$ cat src/hw/mod_pll_regs_consts.vh
`ifndef MOD_PLL_REGS_CONSTS_VH
`define MOD_PLL_REGS_CONSTS_VH

// register addresses
`define ADDR_W              5
`define ADDR_STATUS         5'h00
`define ADDR_MIXER_CONTROL  5'h03
`define ADDR_LOOP_SYNTH     5'h04
`define ADDR_CLOCK_SYNC     5'h05
`define ADDR_REVISION       5'h0D

// reset values
`define RST_MIXER_CONTROL   8'h00
`define RST_LOOP_SYNTH      8'h00
`define RST_CLOCK_SYNC      8'h00
`define RST_RDATA           8'h00

// revision value, arbitrary
`define REVISION_VALUE      4'h1

// mixer_control fields
`define MIX_CHANNEL_BIT     7
`define MIX_HILBERT_BIT     6
`define MIX_DUAL_BIT        5
`define MIX_SIDEBAND_BIT    4
`define MIX_RATE_HI         3
`define MIX_RATE_LO         2

// loop_synth_config fields
`define LOOP_ENABLE_BIT     7
`define LOOP_MULT_HI        6
`define LOOP_MULT_LO        5
`define LOOP_DIV_HI         4
`define LOOP_DIV_LO         3
`define LOOP_BW_HI          2
`define LOOP_BW_LO          1
`define LOOP_LOCKPIN_BIT    0

// clock_sync_adjust fields
`define SYNC_OFFSET_HI      7
`define SYNC_OFFSET_LO      4
`define SYNC_MODE_BIT       3
`define SYNC_PHASE_HI       2
`define SYNC_PHASE_LO       0

// status register
`define STATUS_LOCK_BIT     1

// mixer rate codes
`define RATE_NONE           2'h0
`define RATE_HALF           2'h1
`define RATE_QUARTER        2'h2
`define RATE_EIGHTH         2'h3

// phase index steps per sample (eight steps per turn)
`define STEP_HALF           3'h4
`define STEP_QUARTER        3'h2
`define STEP_EIGHTH         3'h1

// coefficients, scaled by 256
`define COEF_W              10
`define COEF_SHIFT          8
`define COEF_ONE            10'h100
`define COEF_RT2            10'h0B5
`define COEF_ZERO           10'h000
`define QUARTER_TURN        3'h2

// datapath
`define DATA_W              14
`define PROD_W              25
`define DCLK_TAPS           16
`define DCLK_TAP_W          4

`endif

$ cat src/hw/mixer_coef_gen.v
`timescale 1ns/1ns
`include "mod_pll_regs_consts.vh"

module mixer_coef_gen (
    // clock and reset
    input  wire                        i_core_clk,
    input  wire                        i_rst_n,
    // settings
    input  wire [1:0]                  i_rate,
    input  wire [2:0]                  i_offset,
    // events
    input  wire                        i_advance,
    input  wire                        i_resync,
    // coefficients
    output reg  signed [`COEF_W-1:0]   o_cos,
    output reg  signed [`COEF_W-1:0]   o_sin
);

    function [`COEF_W-1:0] cos_lut;
        input [2:0] idx;
        begin
            case (idx)
                3'h0: cos_lut = `COEF_ONE;
                3'h1: cos_lut = `COEF_RT2;
                3'h2: cos_lut = `COEF_ZERO;
                3'h3: cos_lut = -`COEF_RT2;
                3'h4: cos_lut = -`COEF_ONE;
                3'h5: cos_lut = -`COEF_RT2;
                3'h6: cos_lut = `COEF_ZERO;
                default: cos_lut = `COEF_RT2;
            endcase
        end
    endfunction

    reg  [2:0] n_q;
    reg  [2:0] n_d;
    reg  [2:0] step;
    wire [5:0] prod;
    wire [2:0] idx;

    always @* begin
        case (i_rate)
            `RATE_HALF:    step = `STEP_HALF;
            `RATE_QUARTER: step = `STEP_QUARTER;
            `RATE_EIGHTH:  step = `STEP_EIGHTH;
            default:       step = 3'h0;
        endcase
        n_d = n_q;
        if (i_resync) begin
            n_d = 3'h0;
        end else if (i_advance) begin
            n_d = n_q + 3'h1;
        end
    end

    // offset moves the start of the sequence, scaled to the rate
    assign prod = (n_d + i_offset) * step;
    assign idx  = prod[2:0];

    always @(posedge i_core_clk or negedge i_rst_n) begin
        if (!i_rst_n) begin
            n_q   <= 3'h0;
            o_cos <= `COEF_ONE;
            o_sin <= `COEF_ZERO;
        end else begin
            n_q <= n_d;
            if (i_rate == `RATE_NONE) begin
                o_cos <= `COEF_ONE;
                o_sin <= `COEF_ZERO;
            end else begin
                o_cos <= cos_lut(idx);
                o_sin <= cos_lut(idx - `QUARTER_TURN);
            end
        end
    end

endmodule

$ cat src/hw/mod_pll_sync_regs.v
`timescale 1ns/1ns
`include "mod_pll_regs_consts.vh"

module mod_pll_sync_regs (
    // clock and reset
    input  wire                      i_core_clk,
    input  wire                      i_rst_n,
    // register port
    input  wire                      i_reg_wr,
    input  wire                      i_reg_rd,
    input  wire [`ADDR_W-1:0]        i_reg_addr,
    input  wire [7:0]                i_reg_wdata,
    output reg  [7:0]                o_reg_rdata,
    // sample data
    input  wire                      i_sample_valid,
    input  wire signed [`DATA_W-1:0] i_i_data,
    input  wire signed [`DATA_W-1:0] i_q_data,
    output reg  signed [`DATA_W-1:0] o_dac_data,
    // loop synthesiser
    input  wire                      i_lock_indicator,
    output reg                       o_loop_enable,
    output reg  [1:0]                o_loop_multiply_select,
    output reg  [1:0]                o_loop_divide_select,
    output reg  [1:0]                o_loop_settle_bw_select,
    // clocks for synchronisation
    input  wire                      i_data_clock_gen,
    input  wire                      i_data_clock_out_mode,
    input  wire                      i_state_clock,
    // shared data clock / lock pin
    input  wire                      i_data_clock_pin,
    output reg                       o_data_clock_pin,
    output reg                       o_data_clock_pin_oe,
    output reg                       o_data_clock_adj
);

    ////////////////////////////////////////////////////////////////////////
    // registers
    reg  [7:0] mixer_control_q;
    reg  [7:0] loop_synth_q;
    reg  [7:0] clock_sync_q;

    function [7:0] read_mux;
        input [`ADDR_W-1:0] addr;
        input [7:0]         mix;
        input [7:0]         loop;
        input [7:0]         sync;
        input               locked;
        begin
            read_mux = 8'h00;
            case (addr)
                `ADDR_STATUS:        read_mux[`STATUS_LOCK_BIT] = locked;
                `ADDR_MIXER_CONTROL: read_mux = mix;
                `ADDR_LOOP_SYNTH:    read_mux = loop;
                `ADDR_CLOCK_SYNC:    read_mux = sync;
                `ADDR_REVISION:      read_mux = {4'h0, `REVISION_VALUE};
                default:             read_mux = 8'h00;
            endcase
        end
    endfunction

    wire       loop_on    = loop_synth_q[`LOOP_ENABLE_BIT];
    wire       lock_pin   = loop_synth_q[`LOOP_LOCKPIN_BIT];
    wire       locked_now = loop_on & i_lock_indicator;

    always @(posedge i_core_clk or negedge i_rst_n) begin
        if (!i_rst_n) begin
            mixer_control_q <= `RST_MIXER_CONTROL;
            loop_synth_q    <= `RST_LOOP_SYNTH;
            clock_sync_q    <= `RST_CLOCK_SYNC;
            o_reg_rdata     <= `RST_RDATA;
        end else begin
            if (i_reg_wr) begin
                case (i_reg_addr)
                    `ADDR_MIXER_CONTROL: mixer_control_q <= i_reg_wdata;
                    `ADDR_LOOP_SYNTH:    loop_synth_q    <= i_reg_wdata;
                    `ADDR_CLOCK_SYNC:    clock_sync_q    <= i_reg_wdata;
                    default:             mixer_control_q <= mixer_control_q;
                endcase
            end
            if (i_reg_rd) begin
                o_reg_rdata <= read_mux(i_reg_addr, mixer_control_q, loop_synth_q, clock_sync_q, locked_now);
            end
        end
    end

    ////////////////////////////////////////////////////////////////////////
    // loop synthesiser settings, passed to the analog loop
    always @(posedge i_core_clk or negedge i_rst_n) begin
        if (!i_rst_n) begin
            o_loop_enable           <= 1'b0;
            o_loop_multiply_select  <= 2'h0;
            o_loop_divide_select    <= 2'h0;
            o_loop_settle_bw_select <= 2'h0;
        end else begin
            o_loop_enable           <= loop_on;
            o_loop_multiply_select  <= loop_synth_q[`LOOP_MULT_HI:`LOOP_MULT_LO];
            o_loop_divide_select    <= loop_synth_q[`LOOP_DIV_HI:`LOOP_DIV_LO];
            o_loop_settle_bw_select <= loop_synth_q[`LOOP_BW_HI:`LOOP_BW_LO];
        end
    end

    ////////////////////////////////////////////////////////////////////////
    // data clock offset line and shared pin
    reg  [`DCLK_TAPS-1:0] dclk_line_q;
    reg                   sync_prev_q;
    wire                  lock_on_pin = loop_on & lock_pin;
    wire                  drive_dclk  = ~lock_on_pin & i_data_clock_out_mode;
    wire                  dclk_src    = drive_dclk ? i_data_clock_gen : i_data_clock_pin;
    wire [3:0]            offset      = clock_sync_q[`SYNC_OFFSET_HI:`SYNC_OFFSET_LO];
    // flipping the sign bit maps -8..+7 onto taps 0..15
    wire [`DCLK_TAP_W-1:0] tap        = {~offset[3], offset[2:0]};
    wire                  dclk_adj    = dclk_line_q[tap];
    wire                  sync_src    = clock_sync_q[`SYNC_MODE_BIT] ? i_state_clock : dclk_adj;
    // the lock-pin select bit alone blocks resync, even with the loop off, so the phase free-runs
    wire                  sync_edge   = ~lock_pin & sync_src & ~sync_prev_q;

    always @(posedge i_core_clk or negedge i_rst_n) begin
        if (!i_rst_n) begin
            dclk_line_q         <= {`DCLK_TAPS{1'b0}};
            sync_prev_q         <= 1'b0;
            o_data_clock_pin    <= 1'b0;
            o_data_clock_pin_oe <= 1'b0;
            o_data_clock_adj    <= 1'b0;
        end else begin
            dclk_line_q      <= {dclk_line_q[`DCLK_TAPS-2:0], dclk_src};
            sync_prev_q      <= sync_src;
            o_data_clock_adj <= dclk_adj;
            if (lock_on_pin) begin
                o_data_clock_pin    <= i_lock_indicator;
                o_data_clock_pin_oe <= 1'b1;
            end else begin
                o_data_clock_pin    <= dclk_adj;
                o_data_clock_pin_oe <= i_data_clock_out_mode;
            end
        end
    end

    ////////////////////////////////////////////////////////////////////////
    // modulator
    wire signed [`COEF_W-1:0] cos_c;
    wire signed [`COEF_W-1:0] sin_c;

    mixer_coef_gen u_coef (
        .i_core_clk (i_core_clk),
        .i_rst_n    (i_rst_n),
        .i_rate     (mixer_control_q[`MIX_RATE_HI:`MIX_RATE_LO]),
        .i_offset   (clock_sync_q[`SYNC_PHASE_HI:`SYNC_PHASE_LO]),
        .i_advance  (i_sample_valid),
        .i_resync   (sync_edge),
        .o_cos      (cos_c),
        .o_sin      (sin_c)
    );

    function signed [`DATA_W-1:0] sat;
        input signed [`PROD_W-1:0] v;
        reg   signed [`PROD_W-1:0] s;
        begin
            s = v >>> `COEF_SHIFT;
            if (s > $signed({{(`PROD_W-`DATA_W+1){1'b0}}, {(`DATA_W-1){1'b1}}}))
                sat = {1'b0, {(`DATA_W-1){1'b1}}};
            else if (s < $signed({{(`PROD_W-`DATA_W+1){1'b1}}, {(`DATA_W-1){1'b0}}}))
                sat = {1'b1, {(`DATA_W-1){1'b0}}};
            else
                sat = s[`DATA_W-1:0];
        end
    endfunction

    reg signed [`DATA_W-1:0] i_d1_q;
    reg signed [`DATA_W-1:0] q_d1_q;
    reg signed [`DATA_W-1:0] q_d2_q;

    wire dual     = mixer_control_q[`MIX_DUAL_BIT];
    wire channel  = mixer_control_q[`MIX_CHANNEL_BIT];
    wire hilbert  = dual & mixer_control_q[`MIX_HILBERT_BIT];
    wire sideband = mixer_control_q[`MIX_SIDEBAND_BIT];

    // three-tap quadrature approximation; cheap, narrowband only
    wire signed [`DATA_W:0]   q_hil  = ($signed({i_q_data[`DATA_W-1], i_q_data}) -
                                        $signed({q_d2_q[`DATA_W-1], q_d2_q})) >>> 1;
    wire signed [`DATA_W-1:0] i_path = hilbert ? i_d1_q : i_i_data;
    wire signed [`DATA_W-1:0] q_path = hilbert ? q_hil[`DATA_W-1:0] : i_q_data;
    wire signed [`COEF_W-1:0] sin_s  = sideband ? -sin_c : sin_c;

    wire signed [`PROD_W-1:0] ic = i_path * cos_c;
    wire signed [`PROD_W-1:0] qc = q_path * cos_c;
    wire signed [`PROD_W-1:0] is = i_path * sin_s;
    wire signed [`PROD_W-1:0] qs = q_path * sin_s;

    reg signed [`PROD_W-1:0] sel;
    always @* begin
        case ({dual, channel})
            2'b00:   sel = ic;
            2'b01:   sel = qc;
            2'b10:   sel = ic - qs;
            default: sel = is + qc;
        endcase
    end

    always @(posedge i_core_clk or negedge i_rst_n) begin
        if (!i_rst_n) begin
            i_d1_q     <= {`DATA_W{1'b0}};
            q_d1_q     <= {`DATA_W{1'b0}};
            q_d2_q     <= {`DATA_W{1'b0}};
            o_dac_data <= {`DATA_W{1'b0}};
        end else if (i_sample_valid) begin
            i_d1_q     <= i_i_data;
            q_d1_q     <= i_q_data;
            q_d2_q     <= q_d1_q;
            o_dac_data <= sat(sel);
        end
    end

endmodule

$ cat config.mk
export PLATFORM = sky130hd
export DESIGN_NAME = mod_pll_sync_regs
export DESIGN_NICKNAME = d
export VERILOG_FILES = /design/src/hw/mixer_coef_gen.v /design/src/hw/mod_pll_sync_regs.v
export VERILOG_INCLUDE_DIRS = /design/src /design/src/hw
export SDC_FILE = /design/constraint.sdc
export NUM_CORES = 2
export LEC_CHECK = 0
export BUFFER_PORTS_ARGS = -buffer_cell sky130_fd_sc_hd__buf_4
export CAP_MARGIN = 10
export CORE_MARGIN = 2
export CORE_UTILIZATION = 40
export CTS_CLUSTER_DIAMETER = 120
export DETAILED_ROUTE_END_ITERATION = 12
export SYNTH_ARGS = -nofsm -noshare
export SYNTH_HDL_FRONTEND = slang
export SYNTH_SLANG_ARGS = --single-unit
$ cat constraint.sdc
create_clock -name i_core_clk -period 10.03 [get_ports i_core_clk]
set_input_delay 2.006 -clock i_core_clk [delete_from_list [all_inputs] [get_ports i_core_clk]]
set_output_delay 2.006 -clock i_core_clk [all_outputs]
set_load 0.02 [all_outputs]
Word level (Yosys, flattened, before mapping):

Index checks and enable logic that the tools add are counted.

* flip-flop bits (word level): 138
* input bits: 51
* word-level logic and storage cells: 98

* muxes and demuxes: 22
* reductions and logical operators: 12
* add/subtract/negate cells: 7
* $lt $le $gt $ge: 3
* $mul: 5
* equality and inequality tests: 19
* bitwise gates (word level): 10

Operators by type and width (count)
* 14-bit by 10-bit multiplier with 24-bit output: 4
* 10-bit case mux with 4 select lines: 2
* 25-bit case mux with 3 select lines: 1
* 14-bit two-way mux: 4
* 10-bit two-way mux: 3
* 24-bit by 24-bit adder with 25-bit output: 1
* 24-bit by 24-bit subtractor with 25-bit output: 1
* 3-bit equality test (second input constant): 6
* 6-bit case mux with 3 select lines: 1
* 17-bit by 14-bit > comparator with 1-bit output (second input constant): 1
* 17-bit by 14-bit less-than comparator with 1-bit output (second input constant): 1
* 14-bit by 14-bit subtractor with 15-bit output: 1
* 3-bit by 2-bit equality test with 1-bit output (second input constant): 4
* 5-bit by 3-bit equality test with 1-bit output (second input constant): 2
* 10-bit negation: 1
* 3-bit case mux with 3 select lines: 1
* 1-bit case mux with 4 select lines: 2
* 2-bit OR reduction: 4
* 1-bit bitwise AND: 6
* 2-bit equality test (second input constant): 3
* 3-bit zero test: 2
* 6-bit by 3-bit multiplier with 3-bit output: 1
* 3-bit two-way mux: 2
* 2-bit AND reduction: 3
* other kinds (12): 21

Longest topological paths before layout:

* depth after elaboration: 14
* gate-level depth with buffers: 48
* mapped depth without buffers: 47

Modules after synthesis:

Synthesis repeated with hierarchy kept, for this count alone.

* cell total of the unflattened synthesis: 3077
* area, all modules: 28802.6 µm²

By module, submodules not included
* mod_pll_sync_regs: area each 27998.1 µm², instances 1, cells each 3000
* mixer_coef_gen: area each 804.5 µm², instances 1, cells each 77

Worst setup path after synthesis:

No wires, ideal clock.

* kind: input -> register
* from: input i_q_data[2]
* to: register o_dac_data[11]
* buffers on the path: 2
* slack: -2265 ps
* stages on the path: 46
* arrival time: 12167 ps
* cells stage by stage: ha_1 > nor2b_1 > o31a_1 > or2_2 > o31ai_1 > nand2b_1 > xor2_1 > mux2_2 > clkbuf_1 > and2_1 > xnor2_1 > ha_1 > inv_1 > fa_1 > inv_1 > fa_1 > fa_1 > inv_1 > [10 not listed] > ha_1 > fa_1 > inv_1 > fa_1 > fa_1 > inv_1 > ha_1 > o21ai_0 > a21oi_1 > a221oi_1 > o31ai_1 > o31ai_1 > mux2i_1 > a211oi_1 > o311ai_0 > and2_1 > buf_6 > o32ai_2

* cells in the longest elaborated chain, start to end: 8

Ends and longest elaborated chain
* start: declaration: RTL line mod_pll_sync_regs.v:17 `` input wire signed [`DATA_W-1:0] i_q_data, ``
* 14-bit by 14-bit subtractor with 15-bit output: RTL line mod_pll_sync_regs.v:178 `` wire signed [`DATA_W:0] q_hil = ($signed({i_q_data[`DATA_W-1], i_q_data}) - ``
* 14-bit two-way mux *: RTL line mod_pll_sync_regs.v:181 `` wire signed [`DATA_W-1:0] q_path = hilbert ? q_hil[`DATA_W-1:0] : i_q_data; ``
* 14-bit by 10-bit multiplier with 24-bit output (on tied branches): RTL line mod_pll_sync_regs.v:185, mod_pll_sync_regs.v:187
* 24-bit by 24-bit adder with 25-bit output or 24-bit by 24-bit subtractor with 25-bit output (tied branches): RTL line mod_pll_sync_regs.v:195, mod_pll_sync_regs.v:194
* 25-bit case mux with 3 select lines *: RTL line mod_pll_sync_regs.v:191 `case ({dual, channel})`
* 17-bit by 14-bit less-than comparator with 1-bit output: RTL line mod_pll_sync_regs.v:161 `` else if (s < $signed({{(`PROD_W-`DATA_W+1){1'b1}}, {(`DATA_W-1){1'b0}}})) ``
* 14-bit two-way mux: RTL line mod_pll_sync_regs.v:161
* 14-bit two-way mux *: RTL line mod_pll_sync_regs.v:159 `` if (s > $signed({{(`PROD_W-`DATA_W+1){1'b0}}, {(`DATA_W-1){1'b1}}})) ``
* end signal: assignment: RTL line mod_pll_sync_regs.v:204 `` o_dac_data <= {`DATA_W{1'b0}}; ``
* end signal: assignment: RTL line mod_pll_sync_regs.v:209 `o_dac_data <= sat(sel);`
* end: declaration: RTL line mod_pll_sync_regs.v:18 `` output reg signed [`DATA_W-1:0] o_dac_data, ``

Every way passes the cells marked *; elsewhere a longest branch is shown, timed or not.
A chain may end at the register's enable or synchronous reset.

Worst setup path in the final report:

* from: input i_q_data[0]
* to: register o_dac_data[11]

The elaborated chain is that of the path after synthesis.

==> metrics.cfg <==
[worst_setup_path]
startpoint = i_q_data[0]
r2r-end = o_dac_data[11]
cp_max_fo = 5
cp_common_cell = fa_1
end_kind = flop
critPathMaxStageDelay_ns = 0.57
crit_type = input pin to flop
critical-path-top-delay-family = adder cells
required_ns = 10.40
r2r_start = mixer_control_q[5]
ff2ff_path_depth = 40
worstPathArrival_ns = 12.48
worst-path-stages = 51
start_kind = input pin
cp-endpoint = o_dac_data[11]
cpMaxStageDelayCell = fa_2
path_buf_inv = 14
r2r_setup_slack_ns = -1.20

[global_routing]
grt_use_total_pct = 23.7
grt_pass1_wl_microns = 130000
first_global_vias = 23600
grt_overflow = 0
antenna_found_initial = 2
grt_max_degree = 79

[routing]
num_vias = 22800
drc = 0
drtIter0Drc = 1378
wl_per_cell_microns = 17.8
final_antenna_net_count = 0
first_pass_iters = 6
routed_wl_microns = 81300
via_per_inst = 4.98

[finish]
multiInputGateArea_sq_um = 23100
fill_cells = 6459
final_util_pct = 51.1
register_area_sq_um = 3180
fin_nets = 4455
design_area_sq_um = 35600
final_layout_size_suffix_gt1_share_pct = 26.4
synthToLayoutAreaGrowth_pct = 26.9

[clock_network]
cts_root_buffer = clkbuf_16
path_clk_slew_ns = 0.06
cts_tree = done
cts_hold_buffers = 0
numCtsBuffers = 17
cts_max_level = 4
worstSkewPairLatency_ns = 0.48
cts.path.max_buffers = 2
clock_sinks = 127

[power]
power_density_nw_per_um2 = 305
leakage_nw = 18.1
peakVddDrop_v = 0.000386

[floorplanning]
dieWidth_microns = 269
num_rows = 97
ios = 83
coreArea_sq_um = 69800
die_height_microns = 269
initial_core_util_pct = 40.2
die_area_sq_um = 72300

[sta]
setup_violations = 14
worstMarginPinSlew_ns = 1.15
clock_skew_ns = 0.0223
post-route-period-util_pct = 121
rsz0062_at_grt = true
fin_crit_ns = 12.12
slew_viol_final = 0
hold_violations = 0
slew_headroom_pct = 23.3
postLayoutSetupSlackWorst_ns = -2.09
max_freq_ghz = 0.0825

[yosys]
yosysUniqueCellTypes = 81
synth_compound_area_share_pct = 9.77
synthXorXnorAreaFrac_pct = 4.02
post_synth.cell_area_avg_sq_um = 9.30
synthAdderAreaFrac_pct = 48.7
synth_top_family_by_area = adder cells
yosysTopAreaCellShare_pct = 36.7
yosys-top-cells-area = fa_1 37%, ha_1 12%, dfrtp_1 11%
yosysMostFrequentCell = inv_1
syn_area_sq_um = 28100
yosysWarnings = 0
async_reset_ff_share_pct = 100
syn-num-nets = 3854
post_synth_mux_area_share_pct = 4.09
synth_ff_type = dfrtp_1
synth-simple-area-share_pct = 12.4
ys_top_cells_by_count = 624 x inv_1, 515 x fa_1, 276 x nand2_1, 269 x ha_1, 240 x nor2_1
synthCells = 3019
ys_ff_latch = 127
synth_edf_count = 0
synth_seq_area_share_pct = 11.3
synth_top_area_cell = fa_1

[run_status]
violations = setup timing
status = complete, but fails checks

[placed_design]
dp_hpwl_microns = 68200
numPortBuffers = 82
gp_congestion = 0.940
placed_area_sq_um = 34200

[run]
maxCapViolCount = 0

[min_path]
hp-class = flop to flop

-- what timing repair did --
action | in CTS | in global routing
pin swaps | 65 | 56
resized for setup | 68 | 58
setup endpoints to repair | 14 | 14
buffers inserted | 26 | 14
gates cloned | 1 | 0
-- placed cells by master (no fill, tap or decap), types with 77 or more instances in the layout --
cell | Yosys | layout
buf_4 | 0 | 654
inv_1 | 624 | 609
fa_1 | 515 | 511
nand2_1 | 276 | 270
ha_1 | 269 | 248
nor2_1 | 240 | 234
dfrtp_1 | 126 | 125
a21oi_1 | 96 | 86
xnor2_1 | 89 | 77
o21ai_0 | 84 | 77
-- registers in the layout, summed over array words and instances (netlist names), 2 cells and up --
signal / count
loop_synth_q: 8
u_coef.o_sin: 4
u_coef.o_cos: 5
dclk_line_q: 16
o_dac_data: 14
q_d2_q: 14
o_loop_settle_bw_select: 2
mixer_control_q: 8
o_loop_divide_select: 2
clock_sync_q: 8
q_d1_q: 14
u_coef.n_q: 3
o_loop_multiply_select: 2
o_reg_rdata: 8
i_d1_q: 14
-- routing by layer --
| layer | wire (microns) | track usage, % |
|---|---|---|
| met5 | 0 | 0 |
| met4 | 2780 | 7.87 |
| met3 | 4630 | 3.75 |
| met2 | 38200 | 38.6 |
| met1 | 35800 | 32.3 |
-- metrics by stage --
step | instances | worst slack, ns | total power (W) | setup TNS [ns] | hold slack (ns)
2_1_floorplan | 3019 | -1.77 | 0.00624 | -23.50 | 0.349
3_3_place_gp | 4503 | -2.54 | 0.00958 | -34.62 | 0.355
3_5_place_dp | 4503 | -2.70 | 0.00968 | -36.52 | 0.355
4_1_cts | 4560 | -1.79 | 0.0107 | -24.49 | 0.360
5_1_grt | 4573 | -2.50 | 0.0119 | -33.42 | 0.375
6_report | 4574 | -2.09 | 0.0109 | -28.03 | 0.366
-- final cells by class --
class | count | share of cell area [%]
Sequential cell | 127 | 8.93
Clock buffer | 22 | 1.30
Clock inverter | 10 | 0.323
Inverter | 625 | 6.59
Tap cell | 940 | 3.30
Timing Repair Buffer | 675 | 14.6
Multi-Input combinational cell | 2174 | 64.9
Antenna cell | 1 | 0.00702
-- kinds of logic after synthesis --
group           after synthesis
compound gates              400
mux                          98
simple gates                761
buf+inv                     719
flops                       127
xor+xnor                    129
fa+ha+maj                   785
-- how the worst min path moves through the flow --
stage	start	endpoint	slack, ns	depth (start not counted)
floorplan	dclk_line_q[10]	dclk_line_q[11]	0.35	0
global placement	dclk_line_q[6]	dclk_line_q[7]	0.36	0
detailed placement	dclk_line_q[3]	dclk_line_q[4]	0.35	0
CTS	dclk_line_q[12]	dclk_line_q[13]	0.36	0
global route	dclk_line_q[7]	dclk_line_q[8]	0.38	0
finish	dclk_line_q[3]	dclk_line_q[4]	0.37	0
-- where the power goes --
part	internal (W)	switching (W)
logic	0.00465	0.00487
registers	0.000609	0.0000934
clock network	0.000378	0.000267
total	0.00564	0.00523
(Power assumes the default switching activity.)
